--- config.mk ---
export PLATFORM = sky130hd
export DESIGN_NAME = poh_bank
export DESIGN_NICKNAME = d
export VERILOG_FILES = /design/src/rtl/poh_pkg.sv /design/src/rtl/poh_bank.sv
export SDC_FILE = /design/constraint.sdc
export NUM_CORES = 1
export LEC_CHECK = 0
export BUFFER_PORTS_ARGS = -buffer_cell sky130_fd_sc_hd__buf_2
export CAP_MARGIN = 20
export CORE_UTILIZATION = 50
export CTS_CLUSTER_SIZE = 12
export DETAILED_ROUTE_END_ITERATION = 7
export PLACE_DENSITY_LB_ADDON = 0.3
export SYNTH_ARGS = -nofsm -noshare
export SYNTH_HDL_FRONTEND = slang
export SYNTH_SLANG_ARGS = --single-unit
--- constraint.sdc ---
create_clock -name mclk_i -period 4.7 [get_ports mclk_i]
set_clock_uncertainty 0.05 [all_clocks]
set_input_delay 0.47 -clock mclk_i [delete_from_list [all_inputs] [get_ports mclk_i]]
set_output_delay 0.47 -clock mclk_i [all_outputs]
set_load 0.02 [all_outputs]
--- src/rtl/poh_pkg.sv ---
// poh_pkg: constants and carrier types for the path overhead byte bank
package poh_pkg;
  // ---------------------------------------------------------------
  // register offsets
  // ---------------------------------------------------------------
  localparam logic [7:0] ADR_GROWTH_A = 8'h6D;
  localparam logic [7:0] ADR_GROWTH_B = 8'h6E;
  localparam logic [7:0] ADR_GROWTH_C = 8'h6F;
  localparam logic [7:0] ADR_EXP_LABEL = 8'h75;
  localparam logic [7:0] ADR_RX_PARITY = 8'h78;
  localparam logic [7:0] ADR_RX_LABEL = 8'h79;
  localparam logic [7:0] ADR_RX_STATUS = 8'h7A;
  localparam logic [7:0] ADR_TRACE_LO = 8'h80;
  localparam logic [7:0] ADR_TRACE_HI = 8'hBF;
  localparam logic [7:0] ADR_BITERR_LO = 8'h40;
  localparam logic [7:0] ADR_BITERR_HI = 8'h41;
  localparam logic [7:0] ADR_BLKERR = 8'h4A;
  // ---------------------------------------------------------------
  // sizes, reset values and field positions
  // ---------------------------------------------------------------
  localparam int TRACE_LONG = 64;
  localparam int TRACE_SHORT = 16;
  localparam logic [7:0] BYTE_RST = 8'h00;
  localparam logic [15:0] BITERR_RST = 16'h0000;
  localparam logic [15:0] BITERR_MAX = 16'hFFFF;
  localparam logic [7:0] BLKERR_MAX = 8'hFF;
  localparam int STAT_FEBE_HI = 7;
  localparam int STAT_FEBE_LO = 4;
  localparam int STAT_RDI = 3;
  localparam int STAT_SPARE_HI = 2;
  // ---------------------------------------------------------------
  // carrier types
  // ---------------------------------------------------------------
  typedef enum logic [2:0] {
    POH_SLOT_NONE = 3'b000,
    POH_SLOT_GA = 3'b001,
    POH_SLOT_GB = 3'b010,
    POH_SLOT_GC = 3'b011,
    POH_SLOT_TRACE = 3'b100
  } poh_slot_t;
  typedef enum logic [1:0] {
    POH_RX_PARITY = 2'b00,
    POH_RX_LABEL = 2'b01,
    POH_RX_STATUS = 2'b10
  } poh_rx_kind_t;
  // add-side request: which byte slot, plus the external byte
  typedef struct packed {
    poh_slot_t slot;
    logic [7:0] ext_byte;
  } poh_add_req_t;
  // byte leaving toward the add bus
  typedef struct packed {
    poh_slot_t slot;
    logic [7:0] data;
  } poh_add_out_t;
  // drop-side byte with locally computed parity for the check
  typedef struct packed {
    logic valid;
    poh_rx_kind_t kind;
    logic [7:0] data;
    logic [7:0] calc_parity;
  } poh_drop_t;
endpackage

--- src/rtl/poh_bank.sv ---
// poh_bank: path overhead byte store, add-side inserter, drop capture
//
// Summary of operation
// - growth byte a: processor, external, or captured
// - growth byte b: same three-way source choice
// - growth byte c: same three-way source choice
// - register bit 7 is sent first
// - trace store holds 64 or 16 bytes
// - trace sent cyclically, one byte per frame
// - trace stream uses same three-way choice
// - overhead work only while disable pin high
// - flag mismatch of received and expected label
// - received parity byte stored every frame
// - parity bit errors in 16-bit counter
// - block error counter bumps once per parity byte with bit errors
// - received label byte captured every frame
// - received status byte captured every frame
// - received bit 7 is first frame bit
// - status fields: febe, rdi, unassigned bits
`timescale 1ns/1ps
`default_nettype none
module poh_bank #(
  parameter int TRACE_DEPTH = poh_pkg::TRACE_LONG
) (
  input wire logic mclk_i,
  input wire logic rst_b_i,
  // processor port
  input wire logic [7:0] cpu_addr_i,
  input wire logic [7:0] cpu_wdata_i,
  input wire logic cpu_wr_i,
  input wire logic cpu_rd_i,
  output logic [7:0] cpu_rdata_o,
  // control levels
  input wire logic ext_growth_a_sel_i,
  input wire logic ext_growth_b_sel_i,
  input wire logic ext_growth_c_sel_i,
  input wire logic ext_trace_sel_i,
  input wire logic overhead_capture_to_ram_i,
  input wire logic trace_length_select_i,
  input wire logic overhead_disable_pin_i,
  // add side
  input wire poh_pkg::poh_add_req_t add_req_i,
  input wire logic add_req_valid_i,
  output logic add_req_ready_o,
  output poh_pkg::poh_add_out_t add_out_o,
  output logic add_out_valid_o,
  input wire logic add_out_ready_i,
  // drop side
  input wire poh_pkg::poh_drop_t drop_i,
  output logic label_mismatch_o,
  output logic [3:0] rx_febe_o,
  output logic rx_rdi_o
);
  import poh_pkg::*;
  localparam int PW = $clog2(TRACE_DEPTH);

  // ---------------------------------------------------------------
  // pin synchroniser
  // ---------------------------------------------------------------
  logic en_meta_ff;
  logic en_ff;

  // first stage is read only by the second
  always_ff @(posedge mclk_i) begin
    if (!rst_b_i) begin
      en_meta_ff <= 1'b0;
      en_ff <= 1'b0;
    end else begin
      en_meta_ff <= overhead_disable_pin_i;
      en_ff <= en_meta_ff;
    end
  end

  // ---------------------------------------------------------------
  // processor write decode
  // ---------------------------------------------------------------
  logic [7:0] growth_a_ff;
  logic [7:0] growth_b_ff;
  logic [7:0] growth_c_ff;
  logic [7:0] exp_label_ff;
  logic [7:0] trace_mem [TRACE_DEPTH];
  logic [PW-1:0] trace_ptr_ff;
  logic [PW-1:0] nxt_trace_ptr;
  logic trace_hit;
  logic [PW-1:0] trace_wofs;

  assign trace_hit = (cpu_addr_i >= ADR_TRACE_LO) &&
                     (cpu_addr_i <= ADR_TRACE_HI);
  assign trace_wofs = PW'(cpu_addr_i - ADR_TRACE_LO);

  // ---------------------------------------------------------------
  // add-side source selection
  // ---------------------------------------------------------------
  logic take;
  logic ext_sel;
  logic [7:0] cpu_byte;
  logic [7:0] sent_byte;
  logic cap;

  // a request is only taken while overhead work is on
  assign take = add_req_valid_i && add_req_ready_o && en_ff;

  // pick the per-slot select and processor value
  always_comb begin
    ext_sel = 1'b0;
    cpu_byte = BYTE_RST;
    unique case (add_req_i.slot)
      POH_SLOT_GA: begin
        ext_sel = ext_growth_a_sel_i;
        cpu_byte = growth_a_ff;
      end
      POH_SLOT_GB: begin
        ext_sel = ext_growth_b_sel_i;
        cpu_byte = growth_b_ff;
      end
      POH_SLOT_GC: begin
        ext_sel = ext_growth_c_sel_i;
        cpu_byte = growth_c_ff;
      end
      POH_SLOT_TRACE: begin
        ext_sel = ext_trace_sel_i;
        cpu_byte = trace_mem[trace_ptr_ff];
      end
      default: begin
        ext_sel = 1'b0;
        cpu_byte = BYTE_RST;
      end
    endcase
  end

  // external byte wins when selected; capture the same byte sent
  assign sent_byte = ext_sel ? add_req_i.ext_byte : cpu_byte;
  assign cap = take && ext_sel && overhead_capture_to_ram_i;

  // ---------------------------------------------------------------
  // growth byte registers
  // ---------------------------------------------------------------
  // capture beats a same-cycle processor write: the stored value
  // must match what left on the bus
  always_ff @(posedge mclk_i) begin
    if (!rst_b_i) begin
      growth_a_ff <= BYTE_RST;
      growth_b_ff <= BYTE_RST;
      growth_c_ff <= BYTE_RST;
    end else begin
      if (cap && add_req_i.slot == POH_SLOT_GA) begin
        growth_a_ff <= add_req_i.ext_byte;
      end else if (cpu_wr_i && cpu_addr_i == ADR_GROWTH_A) begin
        growth_a_ff <= cpu_wdata_i;
      end
      if (cap && add_req_i.slot == POH_SLOT_GB) begin
        growth_b_ff <= add_req_i.ext_byte;
      end else if (cpu_wr_i && cpu_addr_i == ADR_GROWTH_B) begin
        growth_b_ff <= cpu_wdata_i;
      end
      if (cap && add_req_i.slot == POH_SLOT_GC) begin
        growth_c_ff <= add_req_i.ext_byte;
      end else if (cpu_wr_i && cpu_addr_i == ADR_GROWTH_C) begin
        growth_c_ff <= cpu_wdata_i;
      end
    end
  end

  // expected label, processor written
  always_ff @(posedge mclk_i) begin
    if (!rst_b_i) begin
      exp_label_ff <= BYTE_RST;
    end else if (cpu_wr_i && cpu_addr_i == ADR_EXP_LABEL) begin
      exp_label_ff <= cpu_wdata_i;
    end
  end

  // ---------------------------------------------------------------
  // trace message store
  // ---------------------------------------------------------------
  logic trace_cap;

  assign trace_cap = cap && add_req_i.slot == POH_SLOT_TRACE;

  // no reset on the array; software loads it before use
  always_ff @(posedge mclk_i) begin
    if (trace_cap) begin
      trace_mem[trace_ptr_ff] <= add_req_i.ext_byte;
    end else if (cpu_wr_i && trace_hit) begin
      trace_mem[trace_wofs] <= cpu_wdata_i;
    end
  end

  // short message wraps after the first sixteen locations
  always_comb begin
    nxt_trace_ptr = trace_ptr_ff + 1'b1;
    if (trace_length_select_i &&
        trace_ptr_ff >= PW'(TRACE_SHORT - 1)) begin
      nxt_trace_ptr = '0;
    end else if (trace_ptr_ff == PW'(TRACE_DEPTH - 1)) begin
      nxt_trace_ptr = '0;
    end
  end

  // one step per trace slot, no fixed start point
  always_ff @(posedge mclk_i) begin
    if (!rst_b_i) begin
      trace_ptr_ff <= '0;
    end else if (take && add_req_i.slot == POH_SLOT_TRACE) begin
      trace_ptr_ff <= nxt_trace_ptr;
    end
  end

  // ---------------------------------------------------------------
  // two-entry output buffer
  // ---------------------------------------------------------------
  poh_add_out_t buf_ff [2];
  logic [1:0] buf_cnt_ff;
  logic buf_rd_ff;
  logic push;
  logic pop;
  poh_add_out_t push_word;

  // bit 7 of the byte leaves first on the add bus
  assign push_word = '{slot: add_req_i.slot, data: sent_byte};
  assign push = take && add_req_i.slot != POH_SLOT_NONE;
  assign pop = add_out_valid_o && add_out_ready_i;
  // stall the frame source when both entries are full
  assign add_req_ready_o = (buf_cnt_ff != 2'd2);
  assign add_out_valid_o = (buf_cnt_ff != 2'd0);
  assign add_out_o = buf_ff[buf_rd_ff];

  // write slot is read pointer plus count, modulo two
  always_ff @(posedge mclk_i) begin
    if (!rst_b_i) begin
      buf_ff[0] <= '0;
      buf_ff[1] <= '0;
    end else if (push) begin
      buf_ff[buf_rd_ff ^ buf_cnt_ff[0]] <= push_word;
    end
  end

  // occupancy and read pointer
  always_ff @(posedge mclk_i) begin
    if (!rst_b_i) begin
      buf_cnt_ff <= 2'd0;
      buf_rd_ff <= 1'b0;
    end else begin
      if (push && !pop) begin
        buf_cnt_ff <= buf_cnt_ff + 2'd1;
      end else if (pop && !push) begin
        buf_cnt_ff <= buf_cnt_ff - 2'd1;
      end
      if (pop) begin
        buf_rd_ff <= ~buf_rd_ff;
      end
    end
  end

  // ---------------------------------------------------------------
  // drop side capture
  // ---------------------------------------------------------------
  logic [7:0] rx_parity_ff;
  logic [7:0] rx_label_ff;
  logic [7:0] rx_status_ff;
  logic drop_ok;

  assign drop_ok = drop_i.valid && en_ff;

  // bytes land as carried: frame bit 1 in register bit 7
  always_ff @(posedge mclk_i) begin
    if (!rst_b_i) begin
      rx_parity_ff <= BYTE_RST;
      rx_label_ff <= BYTE_RST;
      rx_status_ff <= BYTE_RST;
    end else if (drop_ok) begin
      if (drop_i.kind == POH_RX_PARITY) begin
        rx_parity_ff <= drop_i.data;
      end
      if (drop_i.kind == POH_RX_LABEL) begin
        rx_label_ff <= drop_i.data;
      end
      if (drop_i.kind == POH_RX_STATUS) begin
        rx_status_ff <= drop_i.data;
      end
    end
  end

  // status fields broken out for the alarm logic
  assign rx_febe_o = rx_status_ff[STAT_FEBE_HI:STAT_FEBE_LO];
  assign rx_rdi_o = rx_status_ff[STAT_RDI];

  // mismatch tracks the latest label against the expected one
  always_ff @(posedge mclk_i) begin
    if (!rst_b_i) begin
      label_mismatch_o <= 1'b0;
    end else begin
      label_mismatch_o <= (rx_label_ff != exp_label_ff);
    end
  end

  // ---------------------------------------------------------------
  // parity error counters
  // ---------------------------------------------------------------
  logic [7:0] par_diff;
  logic [3:0] bit_errs;
  logic [15:0] biterr_ff;
  logic [7:0] blkerr_ff;
  logic [16:0] bit_sum;

  assign par_diff = drop_i.data ^ drop_i.calc_parity;

  // count differing bits in the parity byte
  always_comb begin
    bit_errs = 4'd0;
    for (int i = 0; i < 8; i++) begin
      bit_errs = bit_errs + 4'(par_diff[i]);
    end
  end

  assign bit_sum = {1'b0, biterr_ff} + {13'd0, bit_errs};

  // counters saturate rather than wrap, so overflow is visible
  always_ff @(posedge mclk_i) begin
    if (!rst_b_i) begin
      biterr_ff <= BITERR_RST;
      blkerr_ff <= BYTE_RST;
    end else if (drop_ok && drop_i.kind == POH_RX_PARITY &&
                 bit_errs != 4'd0) begin
      biterr_ff <= bit_sum[16] ? BITERR_MAX : bit_sum[15:0];
      if (blkerr_ff != BLKERR_MAX) begin
        blkerr_ff <= blkerr_ff + 8'd1;
      end
    end
  end

  // ---------------------------------------------------------------
  // processor read mux
  // ---------------------------------------------------------------
  logic [7:0] nxt_rdata;

  // writes to read-only locations fall through with no effect
  always_comb begin
    nxt_rdata = BYTE_RST;
    if (trace_hit) begin
      nxt_rdata = trace_mem[trace_wofs];
    end else begin
      unique case (cpu_addr_i)
        ADR_GROWTH_A: nxt_rdata = growth_a_ff;
        ADR_GROWTH_B: nxt_rdata = growth_b_ff;
        ADR_GROWTH_C: nxt_rdata = growth_c_ff;
        ADR_EXP_LABEL: nxt_rdata = exp_label_ff;
        ADR_RX_PARITY: nxt_rdata = rx_parity_ff;
        ADR_RX_LABEL: nxt_rdata = rx_label_ff;
        ADR_RX_STATUS: nxt_rdata = rx_status_ff;
        ADR_BITERR_LO: nxt_rdata = biterr_ff[7:0];
        ADR_BITERR_HI: nxt_rdata = biterr_ff[15:8];
        ADR_BLKERR: nxt_rdata = blkerr_ff;
        default: nxt_rdata = BYTE_RST;
      endcase
    end
  end

  // read data registered one cycle after the strobe
  always_ff @(posedge mclk_i) begin
    if (!rst_b_i) begin
      cpu_rdata_o <= BYTE_RST;
    end else if (cpu_rd_i) begin
      cpu_rdata_o <= nxt_rdata;
    end
  end
endmodule
`default_nettype wire

After elaboration in Yosys (flattened, before gate mapping)
Memory sizes are Yosys's and may differ from the RTL's. A register that Yosys moved wholly into a read port is not among the register bits. Cells that the tools add are included.

Bits in registers: 100. RAM bits: 534. Input port bits: 59. Logic and storage cells: 131. Memories: 2.

Memory list: trace_mem (words 64, bits a word 8, read ports 2, clocked after memory_dff 1, wr ports 1, line poh_bank.sv:81) `logic [7:0] trace_mem [TRACE_DEPTH];`; buf_ff (words 2, bits a word 11, read ports 1, clocked after memory_dff 1, wr ports 2, line poh_bank.sv:212) `poh_add_out_t buf_ff [2];`.

Add/subtract/negate cells: 13. Magnitude comparators: 3. Equal/unequal tests: 20. Muxes and demuxes: 35. Bitwise operators: 3. Reduce and logical (&&, ||, !) cells: 39.

Operators with widths (count): $eq 8x7->1 const B (10); $pmux 8 s10 (1); $mux 8 (9); $pmux 8 s4 (1); $mux 6 (5); $logic_and 1x1->1 (23); $add 16x4->17 (1); $add 4x1->4 (4); $mux 16 (1); $mux 1 (14); $mux 11 (1); $reduce_or 11->1 (1); $reduce_bool 2->1 (5); $add 8x1->8 const B (1); $ge 8x8->1 const B (1); $le 8x8->1 const B (1); $ne 8x8->1 (1); $ne 8x8->1 const B (1); $reduce_and 2->1 (4); $reduce_or 8->1 (1); $xor 8x8->8 (1); $add 6x1->6 const B (1); $eq 3x2->1 const B (2); $eq 6x6->1 const B (1); other kinds (20) (22).

Longest topological paths before layout
Depth in word-level cells: 11. Mapped depth: 17.

Least setup slack after synthesis
OpenSTA, ideal clock, no wires.

Kind: input -> register. Start: in drop_i[3] (netlist name). End: reg biterr_ff[14]. Library setup time: 132 ps. Data arrival time: 4522 ps. Data required time: 4518 ps. Setup slack: -5 ps. Stages: 17. Path buffers: 0. Cell sequence: xnor2_1 -> fa_1 -> inv_1 -> fa_1 -> inv_1 -> fa_1 -> inv_1 -> ha_1 -> fa_1 -> inv_1 -> fa_1 -> nor2b_1 -> o21ai_1 -> a2111oi_2 -> nand3_1 -> xor2_1 -> a21oi_1.

Longest elaborated chain between the ends: 8. Elaborated cells between the ends (all ways): 10. Those cells by class: add/sub: 6; mux: 1; bitwise: 1; reduce/logical: 2.

RTL lines: start, declared (line poh_bank.sv:49) `input wire poh_pkg::poh_drop_t drop_i,`; $xor 8x8->8 * (line poh_bank.sv:306) `assign par_diff = drop_i.data ^ drop_i.calc_parity;`; $add 3x1->4 * (line poh_bank.sv:312) `bit_errs = bit_errs + 4'(par_diff[i]);`; $add 4x1->4 * (4 in series) (line poh_bank.sv:312); $add 16x4->17 / $reduce_bool 4->1 (equally long branches) (line poh_bank.sv:316, poh_bank.sv:324); $mux 16 / $logic_and 1x1->1 (equally long branches) (line poh_bank.sv:325, poh_bank.sv:323); end signal, assigned (line poh_bank.sv:325) `biterr_ff <= bit_sum[16] ? BITERR_MAX : bit_sum[15:0];`; end, declared (line poh_bank.sv:302) `logic [15:0] biterr_ff;`.

Mark *: on every way between the ends. The rest lies on a longest branch, timed or not. A chain may end at the register's enable or synchronous reset.

Worst setup path in the final report
Start: in drop_i[11] (netlist name). End: reg biterr_ff[10].

The elaborated chain is that of the path after synthesis.

==> reports/summary.txt <==
Leak Pwr - 0.0114 uW
H-Tree Depth - 3
outcome - finished clean
starting density of the core - 51.0%
r2r startpoint - buf_cnt_ff[0]
Area Overhead vs Synth - 12.0%
post-route DRC violation count - 0
vias per cell - 6.72
crit end category - flip-flop
Synth Area in Simple Gates - 6.71%
Synth top cells by count - 534 x edfxtp_1, 233 x mux4_2, 172 x mux2i_1
die height - 253 um
antenna viol nets, final - 0
Layout Utilization - 57.1%
Yosys warnings - 0
worst-path maximum fanout - 4
fin. max-slew vios - 0
ys async rst share - 0%
VDD IR max - 209 uV
Clock Latency Late Sink - 0.62 ns
Most flops, register - trace_mem
Worst slew margin - 15.2%
Core Area - 0.0621 mm2
post-synthesis sequential area ratio - 57.5%
cell taking the most area after synthesis - edfxtp_1
Synth Area in Compound Gates - 8.39%
final hold slack - 0.0398 ns
detailed placement HPWL - 65300 um
main combinational cell family by area after synthesis - multiplexers
largest registers - trace_mem x512, buf_ff x22, biterr_ff x16
final worst-path cycle share - 92.9%
top cells by area, synth - edfxtp_1 51%, mux4_2 17%, dfxtp_1 6.8%
initial antenna violation count - 5
CTS root buffer - clkbuf_16
f_max - 229 MHz
Final Setup Violations - 0
Die Width - 253 um
FP Rows - 91
post-CTS sizing - 0
Most used DFF post-synth - edfxtp_1
Cell Area, Synth - 0.0316 mm2
Critical Path RT - 5.17 ns
multiplexer area fraction after synthesis - 22.9%
unrepaired setup endpoints after global routing - false
via count - 21100
Wirelength per Cell - 30.1 um
total grt overflow - 0
maximum clock path buffer count - 3
die area - 0.0643 mm2
minimum clock period - 4.37 ns
CTS tree - built
clock slew at reported path FFs - 0.06 ns
final RePlAce weighted congestion - 0.956
layout cells sized above 1 - 26.0%
Syn Area/Cell - 14.9 um2
CP Launch Point - drop_i[11]
flops & latches, synth - 641
Worst-Margin Slew - 1.27 ns
final hold vios - 0
xor-xnor portion of the synthesized cell area - 0.942%
Mapped Nets - 2202
global-route wire length before repair - 138000 um
Tightest Hold Check Type - in -> reg
vias in the first global route - 21000
setup bufs post-CTS - 0
CTS sink count - 641
Post-synth EDFFs - 534
Iter 0 DRT Violations - 2956
WP data arrival - 4.83 ns
IO Count - 86
most instantiated library cell after synthesis - edfxtp_1
cts bufs inserted - 69
Total GRT Usage - 29.6%
PwrDens - 351 mW/mm2
metal3 WL - 10700 um
largest net degree at the start of global routing - 67
Gate Count Post-Synth - 2128
Post-CTS Hold Fix Bufs - 0
WS Path Type - in -> reg
Synth Area in Adders - 0.712%
Port-buffer cells - 85
DRT Pass-1 Iters - 6
aggregate routed wire length - 94400 um
max FFs per register - 512
nets - 2327
Max Used Layer - met5
met2 wire length - 44800 um
fillcell total - 4756
worst hold start - overhead_disable_pin_i
Synth cell types - 79
Synth top area share - 50.7%
startpoint types - input pin
metal1 wirelength - 35500 um
Reg2Reg Setup Slack - 0.99 ns
maxcap violations - 0
final timing paths:
kind,end,depth (start not counted)
worst min register to register,en_ff,1
worst max-delay path,biterr_ff[10],18
worst max register to register,trace_mem[1][7],7
worst min-delay path,en_meta_ff,2
per-stage QoR:
step,instances,setup slack [ns],setup TNS [ns],instance area (um2),total power [uW]
2_1_floorplan,2128,0.0542,0,31600,7010
3_3_place_gp,3013,-0.174,-0.961,33300,7400
5_1_grt,3136,0.0930,0,35400,12700
4_1_cts,3131,0.328,0,35400,12500
3_5_place_dp,3014,-0.287,-2.41,33300,7430
6_report,3137,0.335,0,35400,12400
routing by layer:
layer | global-route usage, % | vias up
met3 | 6.60 | 190
li1 | - | 8786
met1 | 39.8 | 10700
met5 | 0 | -
met4 | 11.3 | 8
met2 | 47.2 | 1411
report_power, final:
group          total [uW]  leakage [uW]  internal, uW  switching (uW)
clock network        5100       0.00101          2910            2190
logic                1070       0.00468           407             663
registers            6250       0.00568          6220            37.1
total               12400        0.0114          9530            2890
final cells by class:
cell class                      instances  area (um2)  area share, %
Inverter                               23        86.3          0.244
Clock buffer                           90        1870           5.28
Timing Repair Buffer                  210        1450           4.10
Sequential cell                       641       18200           51.3
Clock inverter                         27         195          0.551
Multi-Input combinational cell       1308       12600           35.5
Antenna cell                            1        2.50        0.00707
Tap cell                              837        1050           2.96
kinds of logic (layout without fill, tap and decap cells):
group,after synthesis,in the layout
DFF,641,641
AOI/OAI and AO/OA,376,376
adders and majority gates,15,15
buffers and inverters,179,350
other,0,1
and+or+nand+nor,455,455
muxes,428,428
xor gates and xnor gates,34,34
placed cells by master (no fill, tap or decap), drive strengths merged, types with 10 or more instances in the layout:
cell type and n:
inv 26, xor2 23, a211oi 49, nor4 11, nor3 19, a22oi 79, nand2b 11, and3 14
or3 12, o21ai 55, edfxtp 534, ha 10, clkbuf 90, nand2 126, and2 10, a21oi 100
clkinv 22, nor2 160, nor2b 18, xnor2 11, mux4 233, mux2 23, mux2i 172, nand3 42
a31oi 19, dfxtp 107, buf 210
critical path, stage by stage:
cell and delay (ns):
buf_2 0.11, xnor2_1 0.15, fa_1 0.54, inv_1 0.05, fa_1 0.48, inv_1 0.05
fa_1 0.48, inv_1 0.05, ha_1 0.21, fa_1 0.57, inv_1 0.06, fa_1 0.38
nor2b_1 0.18, o21ai_1 0.14, a2111oi_4 0.47, nand3_1 0.14, xor2_1 0.15, a21oi_1 0.15
(Power assumes the default switching activity.)
